===== src/hw/dspsmp_defs.svh =====
// Purpose: Constants for the scaling, multiply and status path
// Assumes: Included by bare name wherever needed
// Notes:   Field positions refer to the two 16-bit status words
`ifndef DSPSMP_DEFS_SVH
`define DSPSMP_DEFS_SVH

`define DSPSMP_ST0_ARP_MSB  15
`define DSPSMP_ST0_ARP_LSB  13
`define DSPSMP_ST0_OV       12
`define DSPSMP_ST0_OVM      11
`define DSPSMP_ST0_DP_MSB   8
`define DSPSMP_ST1_ARB_MSB  15
`define DSPSMP_ST1_ARB_LSB  13
`define DSPSMP_ST1_CNF      12
`define DSPSMP_ST1_TC       11
`define DSPSMP_ST1_SXM      10
`define DSPSMP_ST1_C        9
`define DSPSMP_ST1_PM_MSB   1

`define DSPSMP_RST_GLOBAL_INTERRUPT_MASK     1'b1
`define DSPSMP_RST_OV       1'b0
`define DSPSMP_RST_OVM      1'b0
`define DSPSMP_RST_SXM      1'b1
`define DSPSMP_RST_XF       1'b1
`define DSPSMP_RST_TC       1'b0
`define DSPSMP_RST_C        1'b1
`define DSPSMP_RST_CNF      1'b0
`define DSPSMP_RST_DP       9'h000
`define DSPSMP_RST_AUXP     3'h0
`define DSPSMP_RST_OPND     16'h0000
`define DSPSMP_RST_PROD     32'h0000_0000
`define DSPSMP_RST_ACC      32'h0000_0000

`define DSPSMP_RSVD_ST0     1'b1
`define DSPSMP_RSVD_ST1_HI  4'hf
`define DSPSMP_RSVD_ST1_LO  2'h3

`define DSPSMP_SAT_POS      32'h7fff_ffff
`define DSPSMP_SAT_NEG      32'h8000_0000
`define DSPSMP_PS_LEFT1     1
`define DSPSMP_PS_LEFT4     4
`define DSPSMP_PS_RIGHT6    6
`define DSPSMP_MAX_SHIFT    5'h10

`endif


===== src/hw/dspsmp_pkg.sv =====
// Purpose: Shared types for the scaling, multiply and status path
// Assumes: Used by full scope name only
// Notes:   Flag select is one-hot so a decode never overlaps
package dspsmp_pkg;

    typedef enum logic [1:0] {
        DSPSMP_PM_NONE   = 2'h0,
        DSPSMP_PM_LEFT1  = 2'h1,
        DSPSMP_PM_LEFT4  = 2'h2,
        DSPSMP_PM_RIGHT6 = 2'h3
    } dspsmp_pm_t;

    typedef enum logic [6:0] {
        DSPSMP_FL_GLOBAL_INTERRUPT_MASK = 7'h01,
        DSPSMP_FL_OVM  = 7'h02,
        DSPSMP_FL_SXM  = 7'h04,
        DSPSMP_FL_XF   = 7'h08,
        DSPSMP_FL_TC   = 7'h10,
        DSPSMP_FL_C    = 7'h20,
        DSPSMP_FL_CNF  = 7'h40
    } dspsmp_flag_t;

endpackage


===== src/hw/dspsmp_mul_if.sv =====
// Purpose: Carrier between the status path and the multiplier
// Assumes: Single clock domain
// Notes:   ctrl drives requests, unit returns registers and the combinational scaled product
`timescale 1ns/10ps
interface dspsmp_mul_if;
    logic                    loadOperand;
    logic [15:0]             operandIn;
    logic                    mulStb;
    logic                    mulUnsigned;
    logic [15:0]             mulData;
    dspsmp_pkg::dspsmp_pm_t  pm;
    logic [15:0]             operandReg;
    logic [31:0]             productReg;
    logic [31:0]             scaledProduct;

    modport ctrl (
        output loadOperand, operandIn, mulStb, mulUnsigned, mulData, pm,
        input  operandReg, productReg, scaledProduct
    );
    modport unit (
        input  loadOperand, operandIn, mulStb, mulUnsigned, mulData, pm,
        output operandReg, productReg, scaledProduct
    );
endinterface


===== src/hw/dspsmp_input_scaler.sv =====
// Purpose: 16 to 32 bit input scaling shifter
// Assumes: Counts above the maximum are clamped
// Notes:   Purely combinational so it costs no cycle
`timescale 1ns/10ps
`include "dspsmp_defs.svh"
module dspsmp_input_scaler #(
    parameter int IN_W  = 16,
    parameter int OUT_W = 32
) (
    input  wire logic [IN_W-1:0]  operand,
    input  wire logic [4:0]       shiftCount,
    input  wire logic             signExtend,
    output logic      [OUT_W-1:0] scaled
);
    logic [OUT_W-1:0] extended;
    logic [4:0]       count;

    generate
        if (IN_W != 16 || OUT_W != 32) begin : g_bad
            $error("dspsmp_input_scaler serves only 16 in, 32 out");
        end
    endgenerate

    always_comb begin
        count = (shiftCount > `DSPSMP_MAX_SHIFT) ? `DSPSMP_MAX_SHIFT
                                                 : shiftCount;
        extended = signExtend ? {{(OUT_W-IN_W){operand[IN_W-1]}}, operand}
                              : {{(OUT_W-IN_W){1'b0}}, operand};
        scaled = extended << count;
    end
endmodule


===== src/hw/dspsmp_multiplier.sv =====
// Purpose: Operand register, 16x16 multiplier, product register
// Assumes: One product per clock while mulStb is high
// Notes:   The scaler works on a copy, never the stored product
`timescale 1ns/10ps
`include "dspsmp_defs.svh"
module dspsmp_multiplier #(
    parameter int OP_W = 16
) (
    input  wire logic clk,
    input  wire logic arst_n,
    dspsmp_mul_if.unit mulIf
);
    generate
        if (OP_W != 16) begin : g_bad
            $error("dspsmp_multiplier serves only 16-bit operands");
        end
    endgenerate

    function automatic logic [31:0] product_scaler(input logic [31:0] p,
                                           input dspsmp_pkg::dspsmp_pm_t m);
        case (m)
            dspsmp_pkg::DSPSMP_PM_LEFT1:  product_scaler = p << `DSPSMP_PS_LEFT1;
            dspsmp_pkg::DSPSMP_PM_LEFT4:  product_scaler = p << `DSPSMP_PS_LEFT4;
            dspsmp_pkg::DSPSMP_PM_RIGHT6:
                product_scaler = 32'($signed(p) >>> `DSPSMP_PS_RIGHT6);
            default:                      product_scaler = p;
        endcase
    endfunction

    always_ff @(posedge clk or negedge arst_n) begin
        if (!arst_n) begin
            mulIf.operandReg <= `DSPSMP_RST_OPND;
        end else if (mulIf.loadOperand) begin
            mulIf.operandReg <= mulIf.operandIn;
        end
    end

    always_ff @(posedge clk or negedge arst_n) begin
        if (!arst_n) begin
            mulIf.productReg <= `DSPSMP_RST_PROD;
        end else if (mulIf.mulStb) begin
            if (mulIf.mulUnsigned) begin
                mulIf.productReg <= mulIf.operandReg * mulIf.mulData;
            end else begin
                mulIf.productReg <= 32'($signed(mulIf.operandReg)
                                        * $signed(mulIf.mulData));
            end
        end
    end

    assign mulIf.scaledProduct = product_scaler(mulIf.productReg, mulIf.pm);
endmodule


===== src/hw/dspsmp_status_path.sv =====
// Purpose: Status flags, input scaling, multiply and saturating acc
// Assumes: Decoder strobes are one-cycle and synchronous to clk
// Notes:   Flag results land on the same edge as the result
`timescale 1ns/10ps
`include "dspsmp_defs.svh"
module dspsmp_status_path #(
    parameter int DATA_W = 16,
    parameter int ACC_W  = 32
) (
    input  wire logic                      clk,
    input  wire logic                      arst_n,
    input  wire logic                      setBitStb,
    input  wire logic                      clrBitStb,
    input  wire dspsmp_pkg::dspsmp_flag_t  bitSel,
    input  wire logic                      loadStatus0Stb,
    input  wire logic                      loadStatus1Stb,
    input  wire logic [15:0]               statusLoadData,
    input  wire logic                      setProductModeStb,
    input  wire dspsmp_pkg::dspsmp_pm_t    productModeIn,
    input  wire logic                      loadPageStb,
    input  wire logic [8:0]                pageIn,
    input  wire logic [6:0]                instrLow7,
    input  wire logic                      irqTrapStb,
    input  wire logic                      maskableIrqReq,
    input  wire logic                      nmiReq,
    input  wire logic                      branchOvTestStb,
    input  wire logic                      bitTestStb,
    input  wire logic                      bitTestValue,
    input  wire logic                      auxCompareStb,
    input  wire logic                      auxCompareTrue,
    input  wire logic                      normalizeStb,
    input  wire logic [DATA_W-1:0]         busOperand,
    input  wire logic [4:0]                shiftImm,
    input  wire logic                      shiftFromOperand,
    input  wire logic                      noSignExtend,
    input  wire logic                      loadOperandStb,
    input  wire logic                      multiplyStb,
    input  wire logic                      multiplyUnsigned,
    input  wire logic                      accWriteStb,
    input  wire logic [ACC_W-1:0]          aluResult,
    input  wire logic                      aluOverflow,
    input  wire logic                      overflowNegative,
    output logic      [15:0]               directAddr,
    output logic                           maskableIrqAccept,
    output logic                           nmiAccept,
    output logic                           generalOutputPin,
    output logic      [ACC_W-1:0]          scaledOperand,
    output logic      [ACC_W-1:0]          scaledProduct,
    output logic      [ACC_W-1:0]          productReg,
    output logic      [DATA_W-1:0]         operandReg,
    output logic      [ACC_W-1:0]          accumulator,
    output logic      [15:0]               statusWord0,
    output logic      [15:0]               statusWord1
);
    logic [8:0]              dataPagePointer;
    logic                    globalInterruptMask;
    logic                    arithWrapLatch;
    logic                    saturateEnable;
    dspsmp_pkg::dspsmp_pm_t  productShiftSelect;
    logic                    signExtendMode;
    logic                    testFlag;
    logic                    generalOutputFlag;
    logic                    carryFlag;
    logic                    ramConfig;
    logic [2:0]              auxPointer;
    logic [2:0]              auxPointerBuf;
    logic [4:0]              shiftCount;
    logic                    aluWrap;

    dspsmp_mul_if mulIf ();

    generate
        if (DATA_W != 16 || ACC_W != 32) begin : g_bad
            $error("dspsmp_status_path serves only 16/32-bit widths");
        end
    endgenerate

    // Next value of a flag steered by set/clear instructions
    function automatic logic setClr(input logic cur,
                                    input dspsmp_pkg::dspsmp_flag_t f);
        if (setBitStb && bitSel == f) begin
            setClr = 1'b1;
        end else if (clrBitStb && bitSel == f) begin
            setClr = 1'b0;
        end else begin
            setClr = cur;
        end
    endfunction

    assign directAddr = {dataPagePointer, instrLow7};

    always_ff @(posedge clk or negedge arst_n) begin
        if (!arst_n) begin
            dataPagePointer <= `DSPSMP_RST_DP;
            auxPointer      <= `DSPSMP_RST_AUXP;
        end else if (loadPageStb) begin
            dataPagePointer <= pageIn;
        end else if (loadStatus0Stb) begin
            dataPagePointer <= statusLoadData[`DSPSMP_ST0_DP_MSB:0];
            auxPointer <= statusLoadData[`DSPSMP_ST0_ARP_MSB:
                                         `DSPSMP_ST0_ARP_LSB];
        end
    end

    always_ff @(posedge clk or negedge arst_n) begin
        if (!arst_n) begin
            globalInterruptMask <= `DSPSMP_RST_GLOBAL_INTERRUPT_MASK;
        end else if (irqTrapStb) begin
            globalInterruptMask <= 1'b1;
        end else begin
            globalInterruptMask <= setClr(globalInterruptMask,
                                          dspsmp_pkg::DSPSMP_FL_GLOBAL_INTERRUPT_MASK);
        end
    end

    assign maskableIrqAccept = maskableIrqReq && !globalInterruptMask;
    assign nmiAccept         = nmiReq;

    assign aluWrap = accWriteStb && aluOverflow;

    // sticky overflow, set wins over clear
    always_ff @(posedge clk or negedge arst_n) begin
        if (!arst_n) begin
            arithWrapLatch <= `DSPSMP_RST_OV;
        end else if (aluWrap) begin
            arithWrapLatch <= 1'b1;
        end else if (loadStatus0Stb) begin
            arithWrapLatch <= statusLoadData[`DSPSMP_ST0_OV];
        end else if (branchOvTestStb) begin
            arithWrapLatch <= 1'b0;
        end
    end

    always_ff @(posedge clk or negedge arst_n) begin
        if (!arst_n) begin
            saturateEnable <= `DSPSMP_RST_OVM;
        end else if (loadStatus0Stb) begin
            saturateEnable <= statusLoadData[`DSPSMP_ST0_OVM];
        end else begin
            saturateEnable <= setClr(saturateEnable,
                                     dspsmp_pkg::DSPSMP_FL_OVM);
        end
    end

    always_ff @(posedge clk or negedge arst_n) begin
        if (!arst_n) begin
            productShiftSelect <= dspsmp_pkg::DSPSMP_PM_NONE;
        end else if (setProductModeStb) begin
            productShiftSelect <= productModeIn;
        end else if (loadStatus1Stb) begin
            productShiftSelect <= dspsmp_pkg::dspsmp_pm_t'(
                statusLoadData[`DSPSMP_ST1_PM_MSB:0]);
        end
    end

    always_ff @(posedge clk or negedge arst_n) begin
        if (!arst_n) begin
            signExtendMode <= `DSPSMP_RST_SXM;
        end else if (loadStatus1Stb) begin
            signExtendMode <= statusLoadData[`DSPSMP_ST1_SXM];
        end else begin
            signExtendMode <= setClr(signExtendMode,
                                     dspsmp_pkg::DSPSMP_FL_SXM);
        end
    end

    always_ff @(posedge clk or negedge arst_n) begin
        if (!arst_n) begin
            testFlag <= `DSPSMP_RST_TC;
        end else if (bitTestStb) begin
            testFlag <= bitTestValue;
        end else if (auxCompareStb) begin
            testFlag <= auxCompareTrue;
        end else if (normalizeStb) begin
            testFlag <= accumulator[ACC_W-1] ^ accumulator[ACC_W-2];
        end else if (loadStatus1Stb) begin
            testFlag <= statusLoadData[`DSPSMP_ST1_TC];
        end else begin
            testFlag <= setClr(testFlag, dspsmp_pkg::DSPSMP_FL_TC);
        end
    end

    always_ff @(posedge clk or negedge arst_n) begin
        if (!arst_n) begin
            generalOutputFlag <= `DSPSMP_RST_XF;
        end else begin
            generalOutputFlag <= setClr(generalOutputFlag,
                                        dspsmp_pkg::DSPSMP_FL_XF);
        end
    end
    assign generalOutputPin = generalOutputFlag;

    // Carry and RAM map bits are held here only for save and restore
    always_ff @(posedge clk or negedge arst_n) begin
        if (!arst_n) begin
            carryFlag     <= `DSPSMP_RST_C;
            ramConfig     <= `DSPSMP_RST_CNF;
            auxPointerBuf <= `DSPSMP_RST_AUXP;
        end else if (loadStatus1Stb) begin
            carryFlag     <= statusLoadData[`DSPSMP_ST1_C];
            ramConfig     <= statusLoadData[`DSPSMP_ST1_CNF];
            auxPointerBuf <= statusLoadData[`DSPSMP_ST1_ARB_MSB:
                                            `DSPSMP_ST1_ARB_LSB];
        end else begin
            carryFlag <= setClr(carryFlag, dspsmp_pkg::DSPSMP_FL_C);
            ramConfig <= setClr(ramConfig, dspsmp_pkg::DSPSMP_FL_CNF);
        end
    end

    // status words show flags after the result edge
    assign statusWord0 = {auxPointer, arithWrapLatch, saturateEnable,
                          `DSPSMP_RSVD_ST0, globalInterruptMask,
                          dataPagePointer};
    assign statusWord1 = {auxPointerBuf, ramConfig, testFlag,
                          signExtendMode, carryFlag, `DSPSMP_RSVD_ST1_HI,
                          generalOutputFlag, `DSPSMP_RSVD_ST1_LO,
                          productShiftSelect};

    assign shiftCount = shiftFromOperand ? {1'b0, operandReg[3:0]}
                                         : shiftImm;

    dspsmp_input_scaler #(
        .IN_W  (DATA_W),
        .OUT_W (ACC_W)
    ) u_scaler (
        .operand    (busOperand),
        .shiftCount (shiftCount),
        .signExtend (signExtendMode && !noSignExtend),
        .scaled     (scaledOperand)
    );

    assign mulIf.loadOperand = loadOperandStb;
    assign mulIf.operandIn   = busOperand;
    assign mulIf.mulStb      = multiplyStb;
    assign mulIf.mulUnsigned = multiplyUnsigned;
    assign mulIf.mulData     = busOperand;
    assign mulIf.pm          = productShiftSelect;
    assign operandReg        = mulIf.operandReg;
    assign productReg        = mulIf.productReg;
    assign scaledProduct     = mulIf.scaledProduct;

    dspsmp_multiplier #(
        .OP_W (DATA_W)
    ) u_mult (
        .clk    (clk),
        .arst_n (arst_n),
        .mulIf  (mulIf)
    );

    always_ff @(posedge clk or negedge arst_n) begin
        if (!arst_n) begin
            accumulator <= `DSPSMP_RST_ACC;
        end else if (accWriteStb) begin
            if (aluOverflow && saturateEnable) begin
                accumulator <= overflowNegative ? `DSPSMP_SAT_NEG
                                                : `DSPSMP_SAT_POS;
            end else begin
                accumulator <= aluResult;
            end
        end
    end
endmodule


===== config.mk =====
export PLATFORM = sky130hd
export DESIGN_NAME = dspsmp_status_path
export DESIGN_NICKNAME = d
export VERILOG_FILES = /design/src/hw/dspsmp_pkg.sv /design/src/hw/dspsmp_mul_if.sv /design/src/hw/dspsmp_input_scaler.sv /design/src/hw/dspsmp_multiplier.sv /design/src/hw/dspsmp_status_path.sv
export VERILOG_INCLUDE_DIRS = /design/src /design/src/hw
export SDC_FILE = /design/constraint.sdc
export NUM_CORES = 1
export LEC_CHECK = 0
export BUFFER_PORTS_ARGS = -buffer_cell sky130_fd_sc_hd__buf_4
export CAP_MARGIN = 20
export CORE_UTILIZATION = 55
export DETAILED_ROUTE_END_ITERATION = 10
export PLACE_DENSITY = 0.79
export SYNTH_ARGS = -nofsm -noshare
export SYNTH_HDL_FRONTEND = slang
export SYNTH_SLANG_ARGS = --single-unit

===== constraint.sdc =====
create_clock -name clk -period 9.71 [get_ports clk]
set_input_delay 0.4855 -clock clk [delete_from_list [all_inputs] [get_ports clk]]
set_output_delay 0.4855 -clock clk [all_outputs]
set_load 0.05 [all_outputs]

# ---- Yosys cells after proc, flatten, opt, wreduce, memory -nomap -nowiden
# Cells that the tools add are included.
# W data, S select, Z words.
dict set report word_totals {
  ram_bits 0
  reg_bits 105
  latchBits 0
  inputBits 119
  memories 0
  romBits 0
  output_inout_bits 195
}
dict set report op_classes {
  eq_ne 10
  n_bitwise 2
  mux 37
  n_reduce_logical 31
  mul 2
  n_div 0
  n_addsub 0
  n_shift 1
  order_cmp 1
}
# cell n
set op_table {}
lappend op_table {{$mux W32} 4}
lappend op_table {{$pmux W32 S3} 1}
lappend op_table {{$mul A16 B16 Y32} 2}
lappend op_table {{$shl A32 B5 Y32} 1}
lappend op_table {{$mux W1} 26}
lappend op_table {{$logic_and A1 B1 Y1} 18}
lappend op_table {{$mux W9} 2}
lappend op_table {{$reduce_bool A3 Y1} 6}
lappend op_table {{$mux W5} 2}
lappend op_table {{$eq A7 B1 Y1 const B} 1}
lappend op_table {{$eq A7 B2 Y1 const B} 1}
lappend op_table {{$eq A7 B3 Y1 const B} 1}
lappend op_table {{$eq A7 B4 Y1 const B} 1}
lappend op_table {{$eq A7 B5 Y1 const B} 1}
lappend op_table {{$eq A7 B6 Y1 const B} 1}
lappend op_table {{$eq A7 B7 Y1 const B} 1}
lappend op_table {{$reduce_bool A2 Y1} 3}
lappend op_table {{$reduce_bool A6 Y1} 1}
lappend op_table {{$gt A5 B5 Y1 const B} 1}
lappend op_table {{$eq A2 B2 Y1 const B} 2}
lappend op_table {{$mux W2} 2}
lappend op_table {{$eq A2 B1 Y1 const B} 1}
lappend op_table {{$logic_not A1 Y1} 2}
lappend op_table {{$reduce_and A2 Y1} 1}
lappend op_table {{2 further kinds} 2}

# ---- Depth between registers and ports, before layout
dict set report depth {
  depth_word 8
  ltp_mapped 27
  ltp_nobuf 24
}

# ---- Modules after synthesis
# A second synthesis with hierarchy kept.
dict set report hier_totals {
  cells_unflattened 2337
  area_unflattened_um2 21464.3
}
# mod seq_area_each_um2 n_inst cells_per_inst area_per_inst_um2
set by_module_without_submodules {}
lappend by_module_without_submodules {dspsmp_multiplier 1201.2 1 1847 17382.9}
lappend by_module_without_submodules {dspsmp_status_path 1431.4 1 306 2906.5}
lappend by_module_without_submodules {dspsmp_input_scaler 0.0 1 184 1174.9}

# ---- Worst setup path after synthesis
# No wires, ideal clock.
dict set report synth_timing {
  path_type {register to register}
  start {reg u_mult.mulIf.operandReg[8]}
  end {reg u_mult.mulIf.productReg[22]}
  path_stages_with_launch 25
  setup_slack_ps 3045
  t_arrival_ps 6528
  path_buffers 2
  setup_ps 137
  cell_sequence {dfrtp_1 clkbuf_1 clkbuf_1 nand2_1 fa_1 inv_1 fa_1 inv_1 fa_1 inv_1 fa_1 inv_1 fa_1 fa_1 inv_1 ha_1 and3_1 and4_1 a32oi_1 nand2_1 o41ai_1 o2111ai_1 xor2_1 a21oi_1 a21oi_1}
}
dict set report synth_via {
  elab_chain_len 2
  elab_cells_between_ends 3
  cone_classes {mul: 2; mux: 1}
}
# element line_no
set synth_lines {}
lappend synth_lines {{from (decl)} dspsmp_mul_if.sv:22} ;# output operandReg, productReg, scaledProduct
lappend synth_lines {{from (signal assigned)} dspsmp_multiplier.sv:32} ;# mulIf.operandReg <= `DSPSMP_RST_OPND;
lappend synth_lines {{from (signal assigned)} dspsmp_multiplier.sv:34} ;# mulIf.operandReg <= mulIf.operandIn;
lappend synth_lines {{$mul A16 B16 Y32 (on tied branches)} {dspsmp_multiplier.sv:46, dspsmp_multiplier.sv:43}}
lappend synth_lines {{$mux W32 *} dspsmp_multiplier.sv:42} ;# if (mulIf.mulUnsigned) begin
lappend synth_lines {{to (signal assigned)} dspsmp_multiplier.sv:40} ;# mulIf.productReg <= `DSPSMP_RST_PROD;
lappend synth_lines {{to (signal assigned)} dspsmp_multiplier.sv:43} ;# mulIf.productReg <= mulIf.operandReg * mulIf.mulData;
lappend synth_lines {{to (signal assigned)} dspsmp_multiplier.sv:45} ;# mulIf.productReg <= 32'($signed(mulIf.operandReg)
lappend synth_lines {{to (decl)} dspsmp_mul_if.sv:22}
# Every way passes the cells marked *; elsewhere a longest branch is shown, timed or not.
# A chain may end at the register's enable or synchronous reset.

# ---- Worst setup path in the final report
dict set report layout_timing {
  start {reg u_mult.mulIf.operandReg[13]}
  end {reg u_mult.mulIf.productReg[22]}
}
# The elaborated chain is that of the path after synthesis.

==> impl_metrics.json <==
{
  "setup_slack_ns": 2.51,
  "grt_pass1_vias": 17900,
  "routed_via_density": 5.62,
  "cts_resized": 0,
  "antenna_found_initial": 0,
  "totalNegativeSetupSlack_ns": 0,
  "initial_core_util_pct": 56.1,
  "gp_routability_congestion": 0.933,
  "worst_setup_path_end_kind": "flop",
  "synth_common_cells": "477 x inv_1, 366 x fa_1, 231 x nand2_1, 152 x ha_1, 149 x a21oi_1",
  "drtPass1Iterations": 5,
  "setup_violations": 0,
  "num_io_pins": 314,
  "finClkSkew_ns": 0.0194,
  "fin_crit_ns": 7.20,
  "critPathLaunchType": "flop",
  "grt_pass1_wl_um": 91300,
  "post-route-period-util_pct": 74.1,
  "drv_slew": 0,
  "yosysSeqAreaShare_pct": 12.4,
  "yosys.area.top_type": "fa_1",
  "timing_hold_violations_final": 0,
  "dp_hpwl_um": 46100,
  "drt_iter0_drc": 1187,
  "cp_common_cell": "fa_1",
  "crit_chain": "nand2_1 > fa_1 > fa_1 > inv_1 > fa_1 > inv_1 > fa_1 > inv_1 > fa_1 > inv_1 > fa_1 > inv_1 > ha_1 > and3_1 > and4_1 > a32oi_1 > nand2_1 > o41ai_1 > o2111ai_1 > xor2_1 > a21oi_1 > a21oi_1",
  "yosysUniqueCellTypes": 65,
  "drc_errors": 0,
  "yosysWarnings": 0,
  "final_nets": 3154,
  "clk_pin_slew_ns": 0.09,
  "dieWidth_um": 198,
  "path_buf_inv": 5,
  "cp_slowest_cell": "dfrtp_1",
  "crit_fanout": 19,
  "crit_type": "reg2reg",
  "max_freq_mhz": 139,
  "cap_violations": 0,
  "coreArea_sq_mm": 0.0378,
  "fillers": 3116,
  "arrival_ns": 7.45,
  "synth_area_per_cell_sq_um": 9.02,
  "cp.required_ns": 9.96,
  "numCtsBuffers": 9,
  "worstMarginPinSlew_ns": 0.985,
  "worst-r2r-cell-count": 22,
  "status": "finished clean",
  "antenna_cells": 0,
  "max_stage_delay_ns": 0.92,
  "clock_sink_count": 105,
  "die_h_um": 198,
  "cts.htree.levels": 3,
  "grt-ovfl-total": 0,
  "ys_top_cells_by_area": "fa_1 35%, dfrtp_1 12%, ha_1 9.0%",
  "drive_above_1_share_pct": 15.1,
  "die_area_sq_mm": 0.0393,
  "vias": 17100,
  "dpl_worst_slack_ns": 2.65,
  "yosys.area.top_type_share_pct": 34.6,
  "ys_ff_latch": 105,
  "slew_headroom_pct": 34.3,
  "wl_per_cell_um": 18.8,
  "clockRootBuffer": "clkbuf_16",
  "rows": 71,
  "crit_family": "adder cells",
  "synth-edff-count": 0,
  "synth_top_flop_cell": "dfrtp_1",
  "routed_wl_um": 56900,
  "synth_area_sq_mm": 0.0212,
  "netlist_instances": 2351,
  "port_buffers": 290,
  "max-clock-path-buffers": 2,
  "grt_max_degree": 72,
  "grtUsageTotal_pct": 29.8,
  "synth.most_common_cell": "inv_1",
  "syn2layout_area_growth_pct": 12.1,
  "post_cts_buffers": 0,
  "grt_setup_unrepaired": "no",
  "ys_async_sr_fraction_pct": 100,
  "path_depth": 22,
  "clk_latency_ns": 0.39,
  "detail-route-antenna-nets": 0,
  "holdCritPathClass": "in2async",
  "ctsHoldBuffers": 0,
  "tritoncts": "done"
}
==> stage by stage <==
| step | std cells | area, sq um | utilization [%] | hold WS (ns) |
|---|---|---|---|---|
| after floorplan | 2357 | 21200 | - | 0.190 |
| after global placement | 3016 | 23400 | 62.0 | 0.470 |
| after detailed placement | 3016 | 23400 | 62.0 | 0.467 |
| after CTS | 3032 | 23700 | 62.9 | 0.0429 |
| after global routing | 3033 | 23800 | 63.0 | 0.0772 |
| final | 3033 | 23800 | 63.0 | 0.0507 |
==> metal layers <==
layer,GRT usage (%),share of wire (%),up-vias
li1,-,-,7688
met4,14.7,4.6,0
met5,0,0,-
met3,4.56,5.6,145
met2,50.6,52,626
met1,37.1,38,8594
==> cell families after synthesis <==
logic type | Yosys count | share of synthesized area [%]
buf+inv | 626 | 11.7
simple gates | 592 | 13.2
fa+ha+maj | 518 | 43.5
compound gates | 337 | 9.63
mux | 114 | 7.15
flops | 105 | 12.4
xor+xnor | 58 | 2.40
other cells | 1 | 0.0177
==> layout by cell type, fill, tap and decap left out, drive strengths merged, types with 7 or more instances in the layout <==
master  instances
inv           479
fa            366
buf           298
nand2         231
ha            152
a21oi         149
nor2          127
and2          115
dfrtp         101
o21ai          63
mux2i          58
xnor2          39
mux2           29
mux4           27
nand3          24
nor3           20
a21o           20
xor2           19
a211oi         17
nand2b         16
nor2b          13
a31oi          13
and3           12
clkbuf          9
a22oi           8
o21a            8
o211ai          7
conb            7
==> state kept, by name, summed over array words and instances (netlist names) <==
signal,count
saturateEnable,1
mulIf.pm,2
generalOutputPin,1
auxPointerBuf,3
carryFlag,1
arithWrapLatch,1
globalInterruptMask,1
dataPagePointer,9
auxPointer,3
testFlag,1
accumulator,32
u_mult.mulIf.productReg,32
signExtendMode,1
u_mult.mulIf.operandReg,16
ramConfig,1
==> worst register-to-register path, cell delays in order (launching register included) <==
cell and delay [ns]:
dfrtp_1 0.92, nand2_1 0.18, fa_1 0.55, fa_1 0.54
inv_1 0.05, fa_1 0.50, inv_1 0.06, fa_1 0.61
inv_1 0.07, fa_1 0.48, inv_1 0.05, fa_1 0.47
inv_1 0.04, ha_1 0.34, and3_1 0.22, and4_1 0.21
a32oi_1 0.20, nand2_1 0.19, o41ai_1 0.72, o2111ai_1 0.24
xor2_1 0.18, a21oi_1 0.16, a21oi_1 0.08
==> final cells by class <==
type / instances / area [sq um] / share of cell area [%]
Sequential cell: 105 / 2630 / 11.1
Timing Repair Buffer: 298 / 2260 / 9.50
Multi-Input combinational cell: 1626 / 16100 / 67.8
Clock inverter: 7 / 108 / 0.453
Clock buffer: 9 / 225 / 0.948
Tap cell: 511 / 639 / 2.69
Inverter: 477 / 1790 / 7.53
==> path summary, 6_finish.rpt <==
kind,endpoint,start,slack [ns]
worst max-delay path,u_mult.mulIf.productReg[22]$_DFFE_PN0P_,u_mult.mulIf.operandReg[13]$_DFFE_PN0P_,2.51
worst min-delay path,dataPagePointer[2]$_DFFE_PN0P_,arst_n,0.05
max in group asynchronous,mulIf.pm[0]$_DFFE_PN0P_,arst_n,8.22
min in group clk,testFlag$_DFFE_PN0P_,bitTestStb,0.29
worst min register to register,auxPointer[1]$_DFFE_PN0P_,auxPointer[1]$_DFFE_PN0P_,0.51
worst max register to register,u_mult.mulIf.productReg[22]$_DFFE_PN0P_,u_mult.mulIf.operandReg[13]$_DFFE_PN0P_,2.51
Power is left out: the tool's default activity adds up to more than one toggle a clock period on the data nets, which glitch-free logic cannot reach.
